### src/lpc_pkg.sv
/*
  constants for the line printer controller: register map, field
  positions, control codes and sizes.
  assumes a 32-bit avalon-mm slave port with byte addresses.
*/
package lpc_pkg;

  // register byte offsets
  localparam logic [3:0] OFS_CTRL_STATUS = 4'h0;
  localparam logic [3:0] OFS_CHAR_BUFFER = 4'h4;
  localparam logic [3:0] OFS_FORM_STATUS = 4'h8;

  // printer_ctrl_status_reg fields
  localparam int CS_IE_BIT    = 6;
  localparam int CS_READY_BIT = 7;
  localparam int CS_ERROR_BIT = 15;

  // form status fields
  localparam int FS_LINE_LSB = 0;
  localparam int FS_LEN_LSB  = 8;
  localparam int FS_LOAD_BIT = 16;
  localparam int FS_VALID_BIT = 17;

  // control codes
  localparam logic [7:0] CODE_LF         = 8'h0a;
  localparam logic [7:0] CODE_FF         = 8'h0c;
  localparam logic [7:0] CODE_CR         = 8'h0d;
  localparam logic [7:0] CODE_TAB_FIRST  = 8'h80;
  localparam logic [7:0] CODE_TAB_LAST   = 8'h8b;
  localparam logic [7:0] CODE_START_LOAD = 8'hee;
  localparam logic [7:0] CODE_STOP_LOAD  = 8'hef;

  // sizes
  localparam int LINE_CHARS   = 132;
  localparam int FORM_MAX     = 143;
  localparam int TAB_CHANNELS = 12;
  localparam int VFM_HALF     = 6;
  localparam int DEFAULT_FORM = 66;

  // interrupt defaults (vector taken as octal 200)
  localparam logic [8:0] IRQ_VECTOR_DEF = 9'h080;
  localparam logic [2:0] IRQ_LEVEL_DEF  = 3'h4;

  // reset values
  localparam logic [7:0] RST_BYTE = 8'h00;

endpackage : lpc_pkg

### src/lpc_line_printer_controller.sv
/*
  line printer controller: avalon-mm register slave, character
  intake, 132-column line buffer, vertical format memory with
  12 tab channels, print/feed sequencing and interrupt request.
  assumes a printer mechanism that accepts one character per
  valid pulse, prints on prn_print and raises prn_busy while
  printing; all inputs synchronous to mclk.
*/
// Design decisions made here: the Avalon-MM interface to the registers and the address map.
// Behaviour
// - accept characters only while ready is set
// - host writes singly, 132-character line buffer
// - line feed, form feed, return print line
// - lf one line, ff to next page
// - carriage return prints without paper motion
// - forms to 143 lines, 12 channels
// - many stops per line, stop on many lines
// - code 356 octal starts format loading
// - code 357 octal ends format loading
// - two characters per line, 12-bit entry
// - keep only six low bits per character
// - first char stops 1-6, second 7-12
// - codes 200-213 octal select channels 1-12
// - held tab skips at next line feed
// - first line stop 1, last stop 12
// - 200 octal goes to next form top
// - 201-212 octal skip to marked line
// - 213 octal goes to form's last line
// - no interrupt unless enable bit set
// - interrupt on ready or error
// - vectored, level 4, vector 200, settable
`timescale 1ns/10ps
`default_nettype none

module lpc_line_printer_controller #(
  parameter int         LINE_CHARS   = lpc_pkg::LINE_CHARS,
  parameter int         FORM_MAX     = lpc_pkg::FORM_MAX,
  parameter int         DEFAULT_FORM = lpc_pkg::DEFAULT_FORM,
  parameter logic [8:0] IRQ_VECTOR   = lpc_pkg::IRQ_VECTOR_DEF,
  parameter logic [2:0] IRQ_LEVEL    = lpc_pkg::IRQ_LEVEL_DEF
) (
  input  wire logic        mclk,
  input  wire logic        nrst,
  input  wire logic        ce,
  input  wire logic [3:0]  avs_address,
  input  wire logic        avs_read,
  input  wire logic        avs_write,
  input  wire logic [31:0] avs_writedata,
  input  wire logic [3:0]  avs_byteenable,
  output var  logic [31:0] avs_readdata,
  output var  logic        avs_waitrequest,
  input  wire logic        prn_busy,
  input  wire logic        prn_error,
  output var  logic [7:0]  prn_char,
  output var  logic        prn_char_valid,
  output var  logic        prn_print,
  output var  logic [7:0]  prn_feed,
  output var  logic        bus_interrupt_request,
  output var  logic [8:0]  irq_vector,
  output var  logic [2:0]  irq_level
);

  typedef enum logic [2:0] {
    ST_IDLE,
    ST_DECODE,
    ST_SCAN,
    ST_SEND,
    ST_FIRE,
    ST_DRAIN
  } lpc_state_t;

  // controller state apart from the line buffer and format memory
  typedef struct packed {
    lpc_state_t  st;
    logic        wait_q;
    logic [31:0] rdata;
    logic        ie;
    logic        err;
    logic        irq;
    logic [7:0]  chr;
    logic [7:0]  col;
    logic        loading;
    logic        half_pend;
    logic [5:0]  half;
    logic [7:0]  vptr;
    logic [7:0]  vlen;
    logic        vloaded;
    logic [7:0]  line;
    logic [3:0]  tab;
    logic [7:0]  idx;
    logic [7:0]  cnt;
    logic [7:0]  feed;
    logic [7:0]  oidx;
    logic [7:0]  pchar;
    logic        pvalid;
    logic        pprint;
    logic [7:0]  pfeed;
    logic [8:0]  vec;
    logic [2:0]  lvl;
  } lpc_regs_t;

  localparam lpc_regs_t RST_REGS = '{
    st:      ST_IDLE,
    wait_q:  1'b1,
    vec:     IRQ_VECTOR,
    lvl:     IRQ_LEVEL,
    default: '0
  };

  localparam logic [7:0] LCHARS = 8'(LINE_CHARS);
  localparam logic [7:0] FMAX   = 8'(FORM_MAX);
  localparam logic [7:0] FDEF   = 8'(DEFAULT_FORM);

  lpc_regs_t s_q;
  lpc_regs_t s_d;

  logic [7:0]  line_buf [LINE_CHARS];
  logic [11:0] vfm_mem  [FORM_MAX];

  logic        lb_we;
  logic [7:0]  lb_addr;
  logic [7:0]  lb_din;
  logic        vm_we;
  logic [7:0]  vm_addr;
  logic [11:0] vm_din;
  logic [7:0]  flen;
  logic        acc;
  logic        wr_ok;

  // wrap a line number into the form
  function automatic logic [7:0] wrap_line(
    input logic [8:0] a,
    input logic [7:0] len
  );
    logic [8:0] r;
    r = a;
    if (a >= {1'b0, len}) begin
      r = a - {1'b0, len};
    end
    return r[7:0];
  endfunction : wrap_line

  // tab stop present on a form line
  function automatic logic stop_hit(
    input logic [11:0] entry,
    input logic        valid,
    input logic [7:0]  ln,
    input logic [7:0]  len,
    input logic [3:0]  ch
  );
    logic hit;
    hit = 1'b0;
    case (ch)
      4'h1: begin
        hit = (ln == 8'h00);
      end
      4'hc: begin
        hit = (ln == len - 8'h01);
      end
      default: begin
        hit = valid & entry[ch - 4'h1];
      end
    endcase
    return hit;
  endfunction : stop_hit

  // first character holds stops 1-6, second stops 7-12
  function automatic logic [11:0] vfm_entry(
    input logic [5:0] first,
    input logic [5:0] second
  );
    return {second, first};
  endfunction : vfm_entry

  // vertical tab command codes
  function automatic logic tab_code(
    input logic [7:0] c
  );
    return (c >= lpc_pkg::CODE_TAB_FIRST) && (c <= lpc_pkg::CODE_TAB_LAST);
  endfunction : tab_code

  // channel number 1-12 of a tab command
  function automatic logic [3:0] tab_channel(
    input logic [7:0] c
  );
    return 4'(c - lpc_pkg::CODE_TAB_FIRST) + 4'h1;
  endfunction : tab_channel

  always_comb begin
    s_d     = s_q;
    lb_we   = 1'b0;
    lb_addr = s_q.col;
    lb_din  = s_q.chr;
    vm_we   = 1'b0;
    vm_addr = s_q.vptr;
    vm_din  = vfm_entry(s_q.half, s_q.chr[5:0]);
    flen    = s_q.vloaded ? s_q.vlen : FDEF;
    acc     = (avs_read | avs_write) & s_q.wait_q;
    wr_ok   = avs_write & ~s_q.wait_q & avs_byteenable[0];

    s_d.pvalid = 1'b0;
    s_d.pprint = 1'b0;
    s_d.err    = prn_error;

    // bus slave: one wait cycle per access
    s_d.wait_q = ~acc;
    if (acc && avs_read) begin
      s_d.rdata = '0;
      case (avs_address)
        lpc_pkg::OFS_CTRL_STATUS: begin
          s_d.rdata[lpc_pkg::CS_IE_BIT]    = s_q.ie;
          s_d.rdata[lpc_pkg::CS_READY_BIT] = (s_q.st == ST_IDLE);
          s_d.rdata[lpc_pkg::CS_ERROR_BIT] = s_q.err;
        end
        lpc_pkg::OFS_FORM_STATUS: begin
          s_d.rdata[lpc_pkg::FS_LINE_LSB +: 8] = s_q.line;
          s_d.rdata[lpc_pkg::FS_LEN_LSB +: 8]  = flen;
          s_d.rdata[lpc_pkg::FS_LOAD_BIT]      = s_q.loading;
          s_d.rdata[lpc_pkg::FS_VALID_BIT]     = s_q.vloaded;
        end
        default: begin
          s_d.rdata = '0;
        end
      endcase
    end
    if (wr_ok && avs_address == lpc_pkg::OFS_CTRL_STATUS) begin
      s_d.ie = avs_writedata[lpc_pkg::CS_IE_BIT];
    end

    // character path and print sequencing
    case (s_q.st)
      ST_IDLE: begin
        // only idle takes a character
        if (wr_ok && avs_address == lpc_pkg::OFS_CHAR_BUFFER) begin
          s_d.chr = avs_writedata[7:0];
          s_d.st  = ST_DECODE;
        end
      end
      ST_DECODE: begin
        s_d.st = ST_IDLE;
        // loading swallows every character but stop
        if (s_q.loading) begin
          if (s_q.chr == lpc_pkg::CODE_STOP_LOAD) begin
            s_d.loading = 1'b0;
            s_d.vlen    = s_q.vptr;
            if (s_q.half_pend && s_q.vptr < FMAX) begin
              vm_we    = 1'b1;
              vm_din   = vfm_entry(s_q.half, 6'h00);
              s_d.vlen = s_q.vptr + 8'h01;
            end
            s_d.vloaded   = (s_d.vlen != 8'h00);
            s_d.half_pend = 1'b0;
          end else if (s_q.vptr < FMAX) begin
            if (!s_q.half_pend) begin
              s_d.half      = s_q.chr[5:0];
              s_d.half_pend = 1'b1;
            end else begin
              vm_we         = 1'b1;
              s_d.vptr      = s_q.vptr + 8'h01;
              s_d.half_pend = 1'b0;
            end
          end
        end else if (s_q.chr == lpc_pkg::CODE_START_LOAD) begin
          s_d.loading   = 1'b1;
          s_d.vptr      = 8'h00;
          s_d.half_pend = 1'b0;
          s_d.vloaded   = 1'b0;
          s_d.line      = 8'h00;
        end else if (tab_code(s_q.chr)) begin
          s_d.tab = tab_channel(s_q.chr);
        end else if (s_q.chr == lpc_pkg::CODE_LF) begin
          s_d.oidx = 8'h00;
          if (s_q.tab != 4'h0) begin
            s_d.idx = wrap_line({1'b0, s_q.line} + 9'h001, flen);
            s_d.cnt = 8'h01;
            s_d.st  = ST_SCAN;
          end else begin
            s_d.feed = 8'h01;
            s_d.st   = ST_SEND;
          end
        end else if (s_q.chr == lpc_pkg::CODE_FF) begin
          s_d.feed = flen - s_q.line;
          s_d.oidx = 8'h00;
          s_d.st   = ST_SEND;
        end else if (s_q.chr == lpc_pkg::CODE_CR) begin
          s_d.feed = 8'h00;
          s_d.oidx = 8'h00;
          s_d.st   = ST_SEND;
        end else if (s_q.col < LCHARS) begin
          lb_we   = 1'b1;
          s_d.col = s_q.col + 8'h01;
        end
      end
      ST_SCAN: begin
        // walk forward to the next line carrying the held stop
        if (stop_hit(vfm_mem[s_q.idx], s_q.vloaded, s_q.idx, flen, s_q.tab)) begin
          s_d.feed = s_q.cnt;
          s_d.st   = ST_SEND;
        end else if (s_q.cnt >= flen) begin
          s_d.feed = 8'h01;
          s_d.st   = ST_SEND;
        end else begin
          s_d.idx = wrap_line({1'b0, s_q.idx} + 9'h001, flen);
          s_d.cnt = s_q.cnt + 8'h01;
        end
      end
      ST_SEND: begin
        // stream the accumulated line to the mechanism
        if (s_q.oidx < s_q.col) begin
          s_d.pchar  = line_buf[s_q.oidx];
          s_d.pvalid = 1'b1;
          s_d.oidx   = s_q.oidx + 8'h01;
        end else begin
          s_d.st = ST_FIRE;
        end
      end
      ST_FIRE: begin
        s_d.pprint = 1'b1;
        s_d.pfeed  = s_q.feed;
        s_d.line   = wrap_line({1'b0, s_q.line} + {1'b0, s_q.feed}, flen);
        s_d.col    = 8'h00;
        s_d.tab    = 4'h0;
        s_d.cnt    = 8'h00;
        s_d.st     = ST_DRAIN;
      end
      ST_DRAIN: begin
        // give the mechanism one cycle to raise busy
        if (s_q.cnt == 8'h00) begin
          s_d.cnt = 8'h01;
        end else if (!prn_busy) begin
          s_d.st = ST_IDLE;
        end
      end
      default: begin
        s_d.st = ST_IDLE;
      end
    endcase

    // irq follows the next state; vector and level are reloaded from the parameters
    s_d.irq = s_d.ie & ((s_d.st == ST_IDLE) | s_d.err);
    s_d.vec = IRQ_VECTOR;
    s_d.lvl = IRQ_LEVEL;
  end

  // state register, frozen while ce is low
  always_ff @(posedge mclk or negedge nrst) begin
    if (!nrst) begin
      s_q <= RST_REGS;
    end else if (ce) begin
      s_q <= s_d;
    end
  end

  // memories carry no reset; validity is tracked in the state
  always_ff @(posedge mclk) begin
    if (ce && lb_we) begin
      line_buf[lb_addr] <= lb_din;
    end
    if (ce && vm_we) begin
      vfm_mem[vm_addr] <= vm_din;
    end
  end

  // every output straight from the state register
  assign avs_readdata          = s_q.rdata;
  assign avs_waitrequest       = s_q.wait_q;
  assign prn_char              = s_q.pchar;
  assign prn_char_valid        = s_q.pvalid;
  assign prn_print             = s_q.pprint;
  assign prn_feed              = s_q.pfeed;
  assign bus_interrupt_request = s_q.irq;
  assign irq_vector            = s_q.vec;
  assign irq_level             = s_q.lvl;

endmodule : lpc_line_printer_controller

`default_nettype wire

### config.mk
export PLATFORM = sky130hd
export DESIGN_NAME = lpc_line_printer_controller
export DESIGN_NICKNAME = d
export VERILOG_FILES = /design/src/lpc_pkg.sv /design/src/lpc_line_printer_controller.sv
export SDC_FILE = /design/constraint.sdc
export NUM_CORES = 2
export LEC_CHECK = 0
export BUFFER_PORTS_ARGS = -buffer_cell sky130_fd_sc_hd__buf_2
export CAP_MARGIN = 10
export CORE_MARGIN = 1.5
export CORE_UTILIZATION = 49
export DETAILED_ROUTE_END_ITERATION = 6
export PLACE_DENSITY = 0.61
export SYNTH_ARGS = -nofsm -noshare
export SYNTH_HDL_FRONTEND = slang
export SYNTH_SLANG_ARGS = --single-unit
### constraint.sdc
create_clock -name mclk -period 12.6 [get_ports mclk]
set_input_delay 1.26 -clock mclk [delete_from_list [all_inputs] [get_ports mclk]]
set_output_delay 1.26 -clock mclk [all_outputs]
set_load 0.01 [all_outputs]
======== Yosys cells after proc, flatten, opt, wreduce, memory -nomap -nowiden ========
Memories as Yosys holds them, arrays and structs flattened.
Index checks and enable logic that the tools add are counted.
operators by class
  mux-type cells .......................... 99
  equality and inequality tests ........... 38
  order comparisons ....................... 10
  reductions and logical operators ........ 36
  bitwise operators ....................... 11
  add/sub/neg operators ................... 15
operators by type and width
  operator                                            number
  2-to-1 mux 8 bit                                    23
  2-to-1 mux 16 bit                                   7
  case mux 8 bit (2 select lines)                     4
  2-to-1 mux 12 bit                                   4
  2-to-1 mux 44 bit                                   1
  2-to-1 mux 36 bit                                   1
  != test 2 bit (second input constant)               17
  adder 8 x 1 -> 8 bit (second input constant)        4
  2-to-1 mux 32 bit                                   1
  case mux 8 bit (4 select lines)                     1
  subtractor 8 bit                                    4
  2-to-1 mux 3 bit                                    10
  2-to-1 mux 1 bit                                    28
  >= comparator 9 x 8 -> 1 bit                        3
  == test 8 x 4 -> 1 bit (second input constant)      3
  case mux 12 bit (2 select lines)                    1
  adder 8 x 1 -> 9 bit (second input constant)        2
  2-to-1 mux 9 bit                                    2
  case mux 3 bit (6 select lines)                     1
  AND reduction 9 bit                                 2
  2-to-1 mux 17 bit                                   1
  == test 8 bit (second input constant)               2
  logical NOT 8 bit                                   2
  less-than comparator 8 bit (second input constant)  2
  46 further kinds                                    83
word-level totals
  flip-flop bits (word level) ............. 128
  output and inout port bits .............. 64
  memories ................................ 2
  logic and storage cells ................. 235
  input bits .............................. 47
  RAM bits ................................ 2772
memory list
  memory    words  bits a word  read ports  clocked after memory_dff  write ports  RTL line                            RTL
  vfm_mem   143    12           1           0                         1            lpc_line_printer_controller.sv:118  logic [11:0] vfm_mem [FORM_MAX];
  line_buf  132    8            1           0                         1            lpc_line_printer_controller.sv:117  logic [7:0] line_buf [LINE_CHARS];

======== Depth between registers and ports, before layout ========
  depth after elaboration ................. 12
  gate-level depth with buffers ........... 19
  gate-level depth less buffers ........... 15

======== Worst setup path before layout ========
No wires, ideal clock.
  kind .................................... flip-flop to flip-flop
  from .................................... reg s_q (netlist bit lb_din[4])
  to ...................................... mem vfm_mem[0][11], data pin
  period minus slack after synthesis ...... 4.975 ns
  data arrival time ....................... 4.400 ns
  cell stages (with the launch flop) ...... 6
  library setup time ...................... 0.575 ns
  required time ........................... 12.024 ns
  path buffers ............................ 0
  setup slack ............................. 7.625 ns
  path through ............................ dfrtp_1 nand4b_1 nor2_1 and2_1 nand4_1 and2_1
between the ends
  cells in the longest elaborated chain, start to end .. 4
ends and longest elaborated chain
  item                    RTL line                            RTL
  from (decl)             lpc_line_printer_controller.sv:114  lpc_regs_t s_q;
  from (signal assigned)  lpc_line_printer_controller.sv:348  s_q <= RST_REGS;
  from (signal assigned)  lpc_line_printer_controller.sv:350  s_q <= s_d;
  == test 8 bit           lpc_line_printer_controller.sv:243  if (s_q.chr == lpc_pkg::CODE_STOP_LOAD) begin
  2-to-1 mux 12 bit       lpc_line_printer_controller.sv:243
  2-to-1 mux 12 bit       lpc_line_printer_controller.sv:242  if (s_q.loading) begin
  2-to-1 mux 12 bit       lpc_line_printer_controller.sv:231  case (s_q.st)
  via vm_din[11]          lpc_line_printer_controller.sv:125  logic [11:0] vm_din;
  to (decl)               lpc_line_printer_controller.sv:118
The timed path passes the listed nets, and every way through them passes these cells.

======== Worst setup path in the final report ========
  from .................................... reg s_q[56] (netlist bit)
  to ...................................... reg s_q[54] (netlist bit)
between the ends
  cells in the longest elaborated chain, start to end .. 8
  elaborated cells on any way between the ends .. 16
ends and longest elaborated chain
  item                                    RTL line                            RTL
  memory (143 x 12 bit)                   --
  binary-select mux 1 bit (select 4 bit)  lpc_line_printer_controller.sv:161  hit = valid & entry[ch - 4'h1];
  2-to-1 mux 1 bit (not written as such)  lpc_line_printer_controller.sv:161
  bitwise AND 1 bit                       lpc_line_printer_controller.sv:161
  case mux 1 bit (2 select lines)         lpc_line_printer_controller.sv:153  case (ch)
  2-to-1 mux 1 bit                        lpc_line_printer_controller.sv:231
  != test 2 bit (no line)                 --
  AND reduction 9 bit (no line)           --
Parallel ways exist; a longest one is shown, timed or not. The select of a mux whose other input is x is not followed.
A chain may end at the register's enable or synchronous reset.

==> qor.yml <==
cp-start-kind: "flip-flop"
drtIter0Drc: 7067
total_power_w: 0.01976
cpPeakStageDelay_ps: 1040
yosys.area.top_type: "edfxtp_1"
path_class: "reg2reg"
cts-resized-gates: 0
synth_edf_count: 2772
fin_crit_ps: 6964
clock.fmax_mhz: 143.6
dp_slack_ps: 5867
synth_most_common_cell: "edfxtp_1"
wl_met3_mm: 27.25
ff2ff_path_depth: 13
drc: 0
highest-signal-layer: "met5"
grt_util_all_layers_pct: 24.82
cp.required_ps: 13420
holdBufCountCts: 0
grt_pass1_wl_mm: 429.3
antenna_found_initial: 9
min_period_over_period_pct: 55.27
path_max_fanout: 40
core_um2: 235900
io_pins: 111
port_buffers: 57
synth_area_um2: 116500
cts-root-buf: "clkbuf_16"
synth_warnings: 0
tritoncts: "done"
vias: 58963
end_kind: "flip-flop"
gp_congestion: 0.9067
rows: 178
syn_avg_cell_area_um2: 20.12
drive_gt1_share_pct: 24.88
reg2reg_slack_ps: 5640
cts_post_setup_buffers_inserted: 0
grt_pass1_vias: 58354
rsz0062_at_grt: "false"
maxSlewHeadroom_pct: 13.26
drt_wl_total_mm: 299.0
hpwlAfterDp_mm: 181.7
regToRegEndpoint: "s_q[54]"
cts_buffer_depth: 4
placedCellCount: 8890
gr-total-overflow: 0
finalHoldViolations: 0
synth_common_cells: "edfxtp_1 (2772), mux4_2 (736), nor2_1 (380), nand2_1 (207), mux2i_1 (178)"
synth_ff_type: "edfxtp_1"
finalSetupTns_ps: 0
wire_per_inst_um: 31.68
clk_pin_slew_worst_paths_ps: 60
grt_max_degree: 112
yosysTopAreaCellShare_pct: 71.48
worstPathArrival_ps: 7780
status: "finished clean"
drv_cap: 0
setup_violations: 0
synth.distinct_cells: 90
peakVddDrop_uv: 150.1
path_buf_inv: 2
via_per_inst: 6.247
fp.dieH_um: 490.5
synth-seq-cells: 2900
area_delta_synth_final_pct: 11.85
die_area_um2: 240600
path_delay_family: "compound AO/OA/AOI/OAI gates"
route.met2.wl_mm: 138.0
synth_area_leaders: "edfxtp_1 (71%), mux4_2 (14%), dfrtp_1 (2.7%)"
seq_area_frac_synth_pct: 74.23
ant_nets: 0
initial_core_util_pct: 49.38
worstMarginPinSlew_ps: 1301
synthCells: 5787
critPathSlowestCell: "a2111oi_0"
rr_startpoint: "s_q[56]"
p_leak_nw: 42.12
crit_start: "s_q[56]"
fin_worst_skew_ps: 70.03
stdcell_count: 9439
cts.htree.levels: 5
nets: 6183
worstSkewPairLatency_ps: 970
hp-class: "in2async"
fin_hold_ws_ps: 398.2
drt_pass1_iterations: 6
async_flop_share_pct: 4.414
numCtsBuffers: 313
die_w_um: 490.5
worstPathCellList: "buf_4 > nand2b_1 > o22ai_1 > nor2_1 > a2111oi_0 > buf_4 > or4_1 > o21ai_0 > a21oi_1 > a211oi_2 > o21bai_1 > a21oi_1 > a221oi_1"
clock_sinks: 2900
wl_met1_mm: 126.4
drv_slew: 0
powerDensity_nw_per_um2: 151.7
setup_ws_ps: 5636
[final cells by class]
type	instances	area [µm²]
Multi-Input combinational cell	2484	27950
Fill cell	17851	105600
Clock buffer	402	8322
Antenna cell	11	27.53
Tap cell	3150	3941
Inverter	62	232.7
Timing Repair Buffer	295	2173
Sequential cell	2900	86530
Clock inverter	135	1084
[flip-flops by register name, summed over array words and instances, names as in the netlist]
signal and flops:
bus_interrupt_request 1, prn_feed 8, vfm_mem 1716, prn_print 1, lb_addr 8, avs_readdata 18, vm_addr 8, line_buf 1056
prn_char_valid 1, lb_din 8, s_q 66, prn_char 8, avs_waitrequest 1
[worst max-delay path by stage]
stage,to,cells after the start
floorplan,vfm_mem[0][11],5
global placement,s_q[54],13
detailed placement,s_q[54],13
CTS,s_q[54],13
global route,s_q[54],13
finish,s_q[54],13
[kinds of logic after synthesis]
kind of cell / synth area share (%)
xor+xnor: 0.4588
fa+ha+maj: 0.8918
buf+inv: 1.898
other cells: 0.006449
compound gates: 2.968
simple gates: 3.181
flops: 74.23
mux: 16.37
[layout by cell type (no fill, tap or decap), drive strengths merged, types with 56 or more instances in the layout]
master and count:
nand3 56, o21ai 121, mux4 736, mux2i 178, edfxtp 2772, ha 75
clkinv 108, inv 71, dfrtp 127, buf 295, clkbuf 402, nand2 207
nor2 381, a21oi 86, mux2 62
[where the power goes]
part           leakage (nW)  internal (W)  switching [W]
Combinational          9.98      0.000164       0.000442
Sequential             27.5        0.0105      0.0000540
Clock                  4.62       0.00496        0.00365
Total                  42.1        0.0156        0.00415
[through the flow]
| stage | cell area [µm²] | utilization [%] |
|---|---|---|
| floorplan | 116500 | - |
| global placement | 120800 | 51.22 |
| detailed placement | 120800 | 51.22 |
| CTS | 130200 | 55.20 |
| global route | 130200 | 55.22 |
| finish | 130300 | 55.23 |
[routing by layer]
| layer | up-vias | global-route usage (%) |
|---|---|---|
| met4 | 6 | 6.502 |
| met5 | - | 0 |
| met3 | 466 | 5.722 |
| met1 | 31602 | 36.69 |
| met2 | 2634 | 37.45 |
| li1 | 24255 | - |
[worst reg2reg max path: stages (launching register included)]
cell       delay, ps
dfrtp_4          870
buf_4            830
nand2b_1         690
o22ai_1          330
nor2_1           130
a2111oi_0       1040
buf_4            240
or4_1            150
o21ai_0          130
a21oi_1          660
a211oi_2         240
o21bai_1         940
a21oi_1          170
a221oi_1         400
Note: power is estimated with default switching activity, not from simulation.
